File: src/design/ecp_map.svh
// register offsets, field positions, reset values and timing counts for the pwm unit
`ifndef ECP_MAP_SVH
`define ECP_MAP_SVH
`define ECP_OFF_CON1 8'h00
`define ECP_OFF_LOW1 8'h04
`define ECP_OFF_HIGH1 8'h08
`define ECP_OFF_CON2 8'h0c
`define ECP_OFF_LOW2 8'h10
`define ECP_OFF_HIGH2 8'h14
`define ECP_OFF_PERIOD 8'h18
`define ECP_OFF_DEAD 8'h1c
`define ECP_OFF_SHUT 8'h20
`define ECP_OFF_TCTL 8'h24
`define ECP_OFF_CAPL 8'h28
`define ECP_OFF_CAPH 8'h2c
`define ECP_OFF_PORT 8'h30
`define ECP_CON_RST 8'h00
`define ECP_SHUT_RST 8'h00
`define ECP_TCTL_RST 8'h00
`define ECP_PERIOD_RST 8'hff
`define ECP_PORT_RST 8'h1f
`define ECP_SHUT_EVT 7
`define ECP_CAP_ASYNC_BIT 2
`define ECP_TICK_OSC 4
`endif

File: src/design/ecp_pkg.sv
// types shared by the pwm unit
package ecp_pkg;
	typedef enum logic [3:0] {
		ECP_SINGLE = 4'h1,
		ECP_FWD = 4'h2,
		ECP_HALF = 4'h4,
		ECP_REV = 4'h8
	} ecp_steer_e;
endpackage

File: src/design/ecp_unit.sv
// capture/compare/pwm unit with enhanced bridge steering and auto-shutdown
`timescale 1ns/10ps
`include "ecp_map.svh"

module ecp_unit #(
	parameter int DW = 8
) (
	input wire logic clock,
	input wire logic reset_n,
	input wire logic wb_cyc_i,
	input wire logic wb_stb_i,
	input wire logic wb_we_i,
	input wire logic [7:0] wb_adr_i,
	input wire logic [31:0] wb_dat_i,
	input wire logic [3:0] wb_sel_i,
	output logic [31:0] wb_dat_o,
	output logic wb_ack_o,
	input wire logic second_module_pin_select,
	input wire logic [4:0] port_direction_bits,
	input wire logic port_c_bit1_pin,
	input wire logic port_b_bit3_pin,
	input wire logic cap1_pin,
	input wire logic fault_input_pin,
	input wire logic cmp1_in,
	input wire logic cmp2_in,
	output logic port_c_bit1_pin_o,
	output logic port_c_bit1_pin_oe,
	output logic port_b_bit3_pin_o,
	output logic port_b_bit3_pin_oe,
	output logic bridge_out_a,
	output logic bridge_out_a_oe,
	output logic bridge_out_b,
	output logic bridge_out_b_oe,
	output logic bridge_out_c,
	output logic bridge_out_c_oe,
	output logic bridge_out_d,
	output logic bridge_out_d_oe,
	output logic adc_start,
	output logic pwm_period_irq
);
	// ---------------------------------------------
	// registers
	// ---------------------------------------------
	logic [DW-1:0] con1_reg, low1_reg, high1_reg, con2_reg, low2_reg, high2_reg;
	logic [DW-1:0] period_reg, dead_reg, shut_reg, tctl_reg;
	logic [15:0] t1_reg;
	logic [7:0] t2_reg;
	logic [13:0] t2fine_reg;
	logic [3:0] pre_reg;
	logic [1:0] tq_reg;
	logic [9:0] duty1_reg, duty2_reg;
	logic [8:0] dbcnt_reg;
	logic pwm1_reg, pwm2_reg, pa_reg, pb_reg, cap1_d_reg, cap2_d_reg;

	// ---------------------------------------------
	// bus decode
	// ---------------------------------------------
	wire bus_req = wb_cyc_i & wb_stb_i & ~wb_ack_o;
	wire bus_wr = bus_req & wb_we_i & wb_sel_i[0];
	wire [7:0] wd = wb_dat_i[7:0];
	wire sel_con1 = wb_adr_i == `ECP_OFF_CON1;
	wire sel_low1 = wb_adr_i == `ECP_OFF_LOW1;
	wire sel_high1 = wb_adr_i == `ECP_OFF_HIGH1;
	wire sel_con2 = wb_adr_i == `ECP_OFF_CON2;
	wire sel_low2 = wb_adr_i == `ECP_OFF_LOW2;
	wire sel_high2 = wb_adr_i == `ECP_OFF_HIGH2;
	wire sel_period = wb_adr_i == `ECP_OFF_PERIOD;
	wire sel_dead = wb_adr_i == `ECP_OFF_DEAD;
	wire sel_shut = wb_adr_i == `ECP_OFF_SHUT;
	wire sel_tctl = wb_adr_i == `ECP_OFF_TCTL;
	wire sel_capl = wb_adr_i == `ECP_OFF_CAPL;
	wire sel_caph = wb_adr_i == `ECP_OFF_CAPH;

	// ---------------------------------------------
	// mode decode
	// ---------------------------------------------
	// modes: 4..7 capture, 8..b compare, c..f pwm, in the low nibble
	wire m1_cap = con1_reg[3:2] == 2'b01;
	wire m1_cmp = con1_reg[3:2] == 2'b10;
	wire m1_pwm = con1_reg[3:2] == 2'b11;
	wire m2_cap = con2_reg[3:2] == 2'b01;
	wire m2_cmp = con2_reg[3:2] == 2'b10;
	wire m2_pwm = con2_reg[3:2] == 2'b11;
	wire t1_async = tctl_reg[`ECP_CAP_ASYNC_BIT];
	wire t1_on = tctl_reg[0];
	wire t2_on = tctl_reg[1];
	wire [1:0] t2_pre = tctl_reg[5:4]; // 00=1, 01=4, 1x=16
	// ---------------------------------------------
	// time bases
	// ---------------------------------------------
	wire tick = tq_reg == 2'(`ECP_TICK_OSC - 1);
	wire [3:0] pre_max = t2_pre == 2'b00 ? 4'h0 : (t2_pre == 2'b01 ? 4'h3 : 4'hf);
	wire t2_step = t2_on & tick & (pre_reg == pre_max);
	wire t2_wrap = t2_step & (t2_reg == period_reg);
	// duty in clocks: the ten-bit value times the prescale
	wire [13:0] duty1_clk = t2_pre == 2'b00 ? {4'h0, duty1_reg}
		: (t2_pre == 2'b01 ? {2'h0, duty1_reg, 2'b00} : {duty1_reg, 4'h0});
	wire [13:0] duty2_clk = t2_pre == 2'b00 ? {4'h0, duty2_reg}
		: (t2_pre == 2'b01 ? {2'h0, duty2_reg, 2'b00} : {duty2_reg, 4'h0});
	wire [15:0] cmp1_val = {high1_reg, low1_reg};
	wire [15:0] cmp2_val = {high2_reg, low2_reg};
	wire hit1 = m1_cmp & t1_on & (t1_reg == cmp1_val);
	wire hit2 = m2_cmp & t1_on & (t1_reg == cmp2_val);
	wire trig1 = hit1 & (con1_reg[1:0] == 2'b11);
	wire trig2 = hit2 & (con2_reg[1:0] == 2'b11);
	// capture input of module two follows the pin select
	wire cap2_pin = second_module_pin_select ? port_c_bit1_pin : port_b_bit3_pin;
	wire rise1 = cap1_pin & ~cap1_d_reg;
	wire rise2 = cap2_pin & ~cap2_d_reg;
	// asynchronous counting would sample a torn count, so capture is held off
	wire cap1_ev = m1_cap & ~t1_async & rise1;
	wire cap2_ev = m2_cap & ~t1_async & rise2;

	// oscillator quarter counter and timer2 prescaler
	always_ff @(posedge clock or negedge reset_n) begin
		if (!reset_n) begin
			tq_reg <= 2'h0;
			pre_reg <= 4'h0;
		end else begin
			tq_reg <= tq_reg + 2'h1;
			if (tick)
				pre_reg <= (pre_reg == pre_max) ? 4'h0 : pre_reg + 4'h1;
		end
	end

	// timer1 shared by capture and compare; trigger of either module clears it
	always_ff @(posedge clock or negedge reset_n) begin
		if (!reset_n)
			t1_reg <= 16'h0000;
		else if (trig1 | trig2)
			t1_reg <= 16'h0000;
		else if (t1_on & tick)
			t1_reg <= t1_reg + 16'h0001;
	end

	// timer2 plus a clock count since the wrap for the duty compare
	always_ff @(posedge clock or negedge reset_n) begin
		if (!reset_n) begin
			t2_reg <= 8'h00;
			t2fine_reg <= 14'h0000;
		end else if (!t2_on) begin
			t2fine_reg <= 14'h0000;
		end else if (t2_wrap) begin
			t2_reg <= 8'h00;
			t2fine_reg <= 14'h0000;
		end else begin
			if (t2_step)
				t2_reg <= t2_reg + 8'h01;
			t2fine_reg <= t2fine_reg + 14'h0001;
		end
	end

	// both pwms latch duty on the shared period wrap
	always_ff @(posedge clock or negedge reset_n) begin
		if (!reset_n) begin
			duty1_reg <= 10'h000;
			duty2_reg <= 10'h000;
			pwm1_reg <= 1'b0;
			pwm2_reg <= 1'b0;
			pwm_period_irq <= 1'b0;
		end else begin
			pwm_period_irq <= t2_wrap;
			if (t2_wrap) begin
				duty1_reg <= {low1_reg, con1_reg[5:4]};
				duty2_reg <= {low2_reg, con2_reg[5:4]};
			end
			pwm1_reg <= m1_pwm & t2_on & (t2fine_reg < duty1_clk);
			pwm2_reg <= m2_pwm & t2_on & (t2fine_reg < duty2_clk);
		end
	end

	// ---------------------------------------------
	// dead band and steering
	// ---------------------------------------------
	wire [8:0] db_len = {dead_reg[6:0], 2'b00};
	logic pwm1_q;
	always_ff @(posedge clock or negedge reset_n) begin
		if (!reset_n) begin
			pwm1_q <= 1'b0;
			dbcnt_reg <= 9'h000;
			pa_reg <= 1'b0;
			pb_reg <= 1'b0;
		end else begin
			pwm1_q <= pwm1_reg;
			// the edge cycle itself is the first dead clock, so count one less
			if (pwm1_reg != pwm1_q && db_len != 9'h000) begin
				dbcnt_reg <= db_len - 9'h001;
				pa_reg <= 1'b0;
				pb_reg <= 1'b0;
			end else if (pwm1_reg != pwm1_q) begin
				dbcnt_reg <= 9'h000;
				pa_reg <= pwm1_reg;
				pb_reg <= ~pwm1_reg;
			end else if (dbcnt_reg != 9'h000) begin
				dbcnt_reg <= dbcnt_reg - 9'h001;
			end else begin
				pa_reg <= pwm1_reg;
				pb_reg <= ~pwm1_reg;
			end
		end
	end

	ecp_pkg::ecp_steer_e steer;
	// output arrangement from the two top control bits
	always_comb begin
		case (con1_reg[7:6])
			2'b00: steer = ecp_pkg::ECP_SINGLE;
			2'b01: steer = ecp_pkg::ECP_FWD;
			2'b10: steer = ecp_pkg::ECP_HALF;
			2'b11: steer = ecp_pkg::ECP_REV;
			default: steer = ecp_pkg::ECP_SINGLE;
		endcase
	end

	logic [3:0] norm; // a, b, c, d
	always_comb begin
		norm = 4'h0;
		case (steer)
			ecp_pkg::ECP_SINGLE: norm = {pwm1_reg, 3'b000};
			ecp_pkg::ECP_HALF: norm = {pa_reg, pb_reg, 2'b00};
			ecp_pkg::ECP_FWD: norm = {m1_pwm, 2'b00, pwm1_reg};
			ecp_pkg::ECP_REV: norm = {1'b0, pwm1_reg, m1_pwm, 1'b0};
			default: norm = 4'h0;
		endcase
	end

	// ---------------------------------------------
	// auto-shutdown
	// ---------------------------------------------
	wire [2:0] shutdown_source_select = shut_reg[6:4];
	wire [1:0] shutdown_level_ac = shut_reg[3:2];
	wire [1:0] shutdown_level_bd = shut_reg[1:0];
	wire shut_src = (shutdown_source_select[0] & cmp1_in & ~shutdown_source_select[1])
		| (shutdown_source_select[1] & ~shutdown_source_select[0] & cmp2_in)
		| (shutdown_source_select[1] & shutdown_source_select[0] & (cmp1_in | cmp2_in))
		| (shutdown_source_select[2] & ~fault_input_pin);
	wire shutdown_event_flag = shut_reg[`ECP_SHUT_EVT];
	// the hardware set wins over a software clear in the same cycle
	wire [7:0] shut_next = {(bus_wr & sel_shut ? wd[7] : shutdown_event_flag) | shut_src,
		bus_wr & sel_shut ? wd[6:0] : shut_reg[6:0]};

	// pin drive: outputs only where direction bits are clear
	always_ff @(posedge clock or negedge reset_n) begin
		if (!reset_n) begin
			bridge_out_a <= 1'b0;
			bridge_out_b <= 1'b0;
			bridge_out_c <= 1'b0;
			bridge_out_d <= 1'b0;
			bridge_out_a_oe <= 1'b0;
			bridge_out_b_oe <= 1'b0;
			bridge_out_c_oe <= 1'b0;
			bridge_out_d_oe <= 1'b0;
		end else begin
			bridge_out_a <= shutdown_event_flag ? shutdown_level_ac[0] : norm[3];
			bridge_out_b <= shutdown_event_flag ? shutdown_level_bd[0] : norm[2];
			bridge_out_c <= shutdown_event_flag ? shutdown_level_ac[0] : norm[1];
			bridge_out_d <= shutdown_event_flag ? shutdown_level_bd[0] : norm[0];
			bridge_out_a_oe <= m1_pwm & ~port_direction_bits[0]
				& ~(shutdown_event_flag & shutdown_level_ac[1]);
			bridge_out_b_oe <= m1_pwm & ~port_direction_bits[1] & (steer != ecp_pkg::ECP_SINGLE)
				& ~(shutdown_event_flag & shutdown_level_bd[1]);
			bridge_out_c_oe <= m1_pwm & ~port_direction_bits[2] & (steer[1] | steer[3])
				& ~(shutdown_event_flag & shutdown_level_ac[1]);
			bridge_out_d_oe <= m1_pwm & ~port_direction_bits[3] & (steer[1] | steer[3])
				& ~(shutdown_event_flag & shutdown_level_bd[1]);
		end
	end

	// module two pin; direction still comes from the direction bit, not the select
	wire m2_out = m2_pwm ? pwm2_reg : (m2_cmp & con2_reg[1:0] == 2'b00 & hit2);
	wire m2_oe = (m2_pwm | m2_cmp) & ~port_direction_bits[4];
	always_ff @(posedge clock or negedge reset_n) begin
		if (!reset_n) begin
			port_c_bit1_pin_o <= 1'b0;
			port_c_bit1_pin_oe <= 1'b0;
			port_b_bit3_pin_o <= 1'b0;
			port_b_bit3_pin_oe <= 1'b0;
			adc_start <= 1'b0;
			cap1_d_reg <= 1'b0;
			cap2_d_reg <= 1'b0;
		end else begin
			port_c_bit1_pin_o <= second_module_pin_select & m2_out;
			port_c_bit1_pin_oe <= second_module_pin_select & m2_oe;
			port_b_bit3_pin_o <= ~second_module_pin_select & m2_out;
			port_b_bit3_pin_oe <= ~second_module_pin_select & m2_oe;
			adc_start <= trig2;
			cap1_d_reg <= cap1_pin;
			cap2_d_reg <= cap2_pin;
		end
	end

	// ---------------------------------------------
	// register file
	// ---------------------------------------------
	// capture writes the timer into the data bytes; a bus write in the same cycle loses
	always_ff @(posedge clock or negedge reset_n) begin
		if (!reset_n) begin
			con1_reg <= `ECP_CON_RST;
			low1_reg <= 8'h00;
			high1_reg <= 8'h00;
			con2_reg <= `ECP_CON_RST;
			low2_reg <= 8'h00;
			high2_reg <= 8'h00;
			period_reg <= `ECP_PERIOD_RST;
			dead_reg <= 8'h00;
			shut_reg <= `ECP_SHUT_RST;
			tctl_reg <= `ECP_TCTL_RST;
		end else begin
			shut_reg <= shut_next;
			if (bus_wr & sel_con1) con1_reg <= wd;
			if (bus_wr & sel_con2) con2_reg <= wd;
			if (bus_wr & sel_period) period_reg <= wd;
			if (bus_wr & sel_dead) dead_reg <= wd;
			if (bus_wr & sel_tctl) tctl_reg <= wd;
			if (cap1_ev) begin
				{high1_reg, low1_reg} <= t1_reg;
			end else begin
				if (bus_wr & sel_low1) low1_reg <= wd;
				if (bus_wr & sel_high1) high1_reg <= wd;
			end
			if (cap2_ev) begin
				{high2_reg, low2_reg} <= t1_reg;
			end else begin
				if (bus_wr & sel_low2) low2_reg <= wd;
				if (bus_wr & sel_high2) high2_reg <= wd;
			end
		end
	end

	// read mux; unmapped offsets read zero
	wire [7:0] rd_byte = sel_con1 ? con1_reg : sel_low1 ? low1_reg : sel_high1 ? high1_reg
		: sel_con2 ? con2_reg : sel_low2 ? low2_reg : sel_high2 ? high2_reg
		: sel_period ? period_reg : sel_dead ? dead_reg : sel_shut ? shut_reg
		: sel_tctl ? tctl_reg : sel_capl ? t1_reg[7:0] : sel_caph ? t1_reg[15:8]
		: 8'h00;

	// one-wait ack, dropped the cycle after
	always_ff @(posedge clock or negedge reset_n) begin
		if (!reset_n) begin
			wb_ack_o <= 1'b0;
			wb_dat_o <= 32'h00000000;
		end else begin
			wb_ack_o <= bus_req;
			wb_dat_o <= bus_req ? {24'h000000, rd_byte} : 32'h00000000;
		end
	end
endmodule

File: config.mk
export PLATFORM = sky130hd
export DESIGN_NAME = ecp_unit
export DESIGN_NICKNAME = d
export VERILOG_FILES = /design/src/design/ecp_pkg.sv /design/src/design/ecp_unit.sv
export VERILOG_INCLUDE_DIRS = /design/src /design/src/design
export SDC_FILE = /design/constraint.sdc
export NUM_CORES = 1
export LEC_CHECK = 0
export BUFFER_PORTS_ARGS = -buffer_cell sky130_fd_sc_hd__buf_2
export CAP_MARGIN = 20
export CORE_UTILIZATION = 50
export CTS_CLUSTER_DIAMETER = 40
export DETAILED_ROUTE_END_ITERATION = 8
export PLACE_DENSITY = 0.66
export SLEW_MARGIN = 30
export SYNTH_ARGS = -nofsm -noshare
export SYNTH_HDL_FRONTEND = slang
export SYNTH_SLANG_ARGS = --single-unit
File: constraint.sdc
create_clock -name clock -period 3.4 [get_ports clock]
set_clock_uncertainty 0.05 [all_clocks]
set_input_delay 1.02 -clock clock [delete_from_list [all_inputs] [get_ports clock]]
set_output_delay 1.02 -clock clock [all_outputs]
set_load 0.02 [all_outputs]
==> flow_metrics.env <==
export IMPL_run_status="complete, no violations"
export IMPL_fin_crit_sh_pct=83.3
export IMPL_synth_seq_cells=183
export IMPL_area_growth_pct=11.2
export IMPL_synth_edf_count=0
export IMPL_start_util_pct=51.5
export IMPL_hold_viol_final=0
export IMPL_synthCells=1093
export IMPL_numClockSinks=183
export IMPL_grt_pass1_vias=8000
export IMPL_die_h_um=147
export IMPL_ys_seq_area_share_pct=43.5
export IMPL_path_cells="buf_2, nor4b_2, and2_1, a221o_1, a221oi_1, a2111oi_0, buf_4"
export IMPL_post_route_util_pct=57.3
export IMPL_grt_pass1_wl_mm=45.8
export IMPL_end_kind="flop"
export IMPL_netlist_area_um2=10600
export IMPL_synth_top_area_share_pct=41.5
export IMPL_first_iter_violations=676
export IMPL_synth_common_cells="dfrtp_1 (175), nor2_1 (98), nand2_1 (85)"
export IMPL_p_leak_nw=5.58
export IMPL_cts_resized_gates=0
export IMPL_ant_nets=0
export IMPL_synth_flop_cell="dfrtp_1"
export IMPL_swShare_pct=24.4
export IMPL_p_per_area_nw_per_um2=388
export IMPL_hold_class="flop to flop"
export IMPL_synth_cell_type_count=74
export IMPL_drc=0
export IMPL_pwr_share_comb_pct=7.0
export IMPL_async_reset_ff_share_pct=100
export IMPL_yosysMostFrequentCell="dfrtp_1"
export IMPL_share_clk_of_total_power_pct=43.4
export IMPL_vias=8322
export IMPL_avgSynthCellArea_um2=9.66
export IMPL_max_stage_delay_ns=0.77
export IMPL_slew_headroom_pct=43.2
export IMPL_core_um2=20500
export IMPL_rows=52
export IMPL_grt_max_degree=91
export IMPL_io_buffers=56
export IMPL_synth_area_top_cells="dfrtp_1 (41%), mux2_2 (7.5%), mux2i_1 (5.0%)"
export IMPL_cp_max_fo=8
export IMPL_p_seq_share_pct=49.6
export IMPL_cts_hold_buf=0
export IMPL_grt_remaining_overflow=0
export IMPL_clk_pin_slew_ns=0.07
export IMPL_post_drt_wl_per_cell_um=20.2
export IMPL_rsz0062_at_grt="false"
export IMPL_switchingPower_w=0.00111
export IMPL_cts_max_level=4
export IMPL_rr_worst_depth=10
export IMPL_post_dp_hpwl_mm=20.8
export IMPL_whs_path_depth=1
export IMPL_largest_reg_flops=16
export IMPL_maxSlewViolCount=0
export IMPL_antenna_found_initial=0
export IMPL_drt_first_pass_iters=5
export IMPL_final_nets=1235
export IMPL_vias_per_cell=5.85
export IMPL_num_antenna_cells=0
export IMPL_required_ns=3.73
export IMPL_wl_mm=28.8
export IMPL_ioPinCount=108
export IMPL_die_area_um2=21700
export IMPL_clockBufferDepth=2
export IMPL_gp_congestion=0.956
export IMPL_root_buffer="clkbuf_16"
export IMPL_cts_tree="built"
export IMPL_cp_slowest_cell="a2111oi_0"
export IMPL_layout_drive_gt1_share_pct=19.5
export IMPL_setup_violations=0
export IMPL_finalSetupTns_ns=0
export IMPL_post_route_min_period_ns=2.83
export IMPL_clk_latency_ns=0.44
export IMPL_worstPathArrival_ns=3.16
export IMPL_die_w_um=147
export IMPL_ys_warn_count=0
export IMPL_synth_area_leader_cell="dfrtp_1"
export IMPL_ir_drop_v=0.000341
export IMPL_numCtsBuffers=17
export IMPL_worstMarginPinSlew_ns=0.830
export IMPL_timing_fmax_mhz=353
export IMPL_start_kind="input pin"
export IMPL_grtUsageTotal_pct=27.9
export IMPL_cts_setup_buffers=0
export IMPL_internal_power_w=0.00344
export IMPL_crit_type="input pin to flop"
export IMPL_drv_cap=0
==> worst max-delay path, delay by kind of cell <==
family                 cells  cell delay (ns)
AOI/OAI and AO/OA          3             1.07
buffers and inverters      2             0.36
and+or+nand+nor            2             0.71
==> power by group through the flow <==
stage | Sequential (W) | Clock, W | Combinational, W
after floorplan | 0.00228 | 0 | 0.000197
after global placement | 0.00230 | 0 | 0.000310
after detailed placement | 0.00230 | 0 | 0.000317
after CTS | 0.00226 | 0.00202 | 0.000319
after global routing | 0.00226 | 0.00210 | 0.000352
final | 0.00226 | 0.00197 | 0.000317
==> final cells by class <==
type | instances | area [um2]
clock buffer | 21 | 460
clock inverter | 10 | 120
fill | 1852 | 8750
inverter | 26 | 97.6
multi-input combinational | 814 | 5500
sequential | 183 | 4590
tap | 270 | 338
timing repair buffer | 99 | 637
==> stage by stage <==
stage | setup slack [ns] | total power (W) | area (um2) | hold slack, ns | cells
2_1_floorplan | 0.800 | 0.00248 | 10600 | 0.305 | 1116
3_3_place_gp | 0.194 | 0.00261 | 11200 | 0.361 | 1392
3_5_place_dp | 0.205 | 0.00262 | 11200 | 0.366 | 1392
4_1_cts | 0.657 | 0.00460 | 11700 | 0.375 | 1423
5_1_grt | 0.515 | 0.00471 | 11700 | 0.431 | 1423
6_report | 0.568 | 0.00455 | 11700 | 0.370 | 1423
==> logic make-up after synthesis <==
| family | Yosys count | share of synthesized area [%] |
|---|---|---|
| adder cells (fa/ha/maj) | 33 | 3.91 |
| AND/OR/NAND/NOR | 331 | 15.5 |
| other | 1 | 0.0355 |
| AO/OA/AOI/OAI | 226 | 12.9 |
| buffers and inverters | 119 | 5.27 |
| multiplexers | 123 | 12.5 |
| flip-flops | 183 | 43.5 |
| XOR/XNOR | 77 | 6.39 |
==> placed cells by master, fill, tap and decap left out, types with 33 or more instances in the layout <==
| master | instances |
|---|---|
| buf_2 | 55 |
| o21ai_0 | 82 |
| nand2_1 | 85 |
| xnor2_1 | 36 |
| nor2_1 | 98 |
| dfrtp_1 | 175 |
| xor2_1 | 41 |
| mux2i_1 | 53 |
| mux2_2 | 70 |
| a21oi_1 | 58 |
| ha_1 | 33 |
| buf_4 | 41 |
==> path summary, 6_finish.rpt <==
check	start	endpoint	slack [ns]
worst max-delay path	wb_adr_i[7]	wb_dat_o[3]	0.57
min in group asynchronous	reset_n	t2_reg[6]	0.60
worst min register to register	tq_reg[0]	tq_reg[0]	0.37
worst min-delay path	tq_reg[0]	tq_reg[0]	0.37
max in group asynchronous	reset_n	t2fine_reg[2]	1.92
worst max register to register	tctl_reg[4]	pwm1_reg	0.86
==> layer usage <==
metal | track usage [%] | share of wire, %
met1 | 40.2 | 46
met5 | 0 | 0
met4 | 11.1 | 3.1
met2 | 41.6 | 44
met3 | 5.03 | 6.3
(Power assumes the default switching activity.)
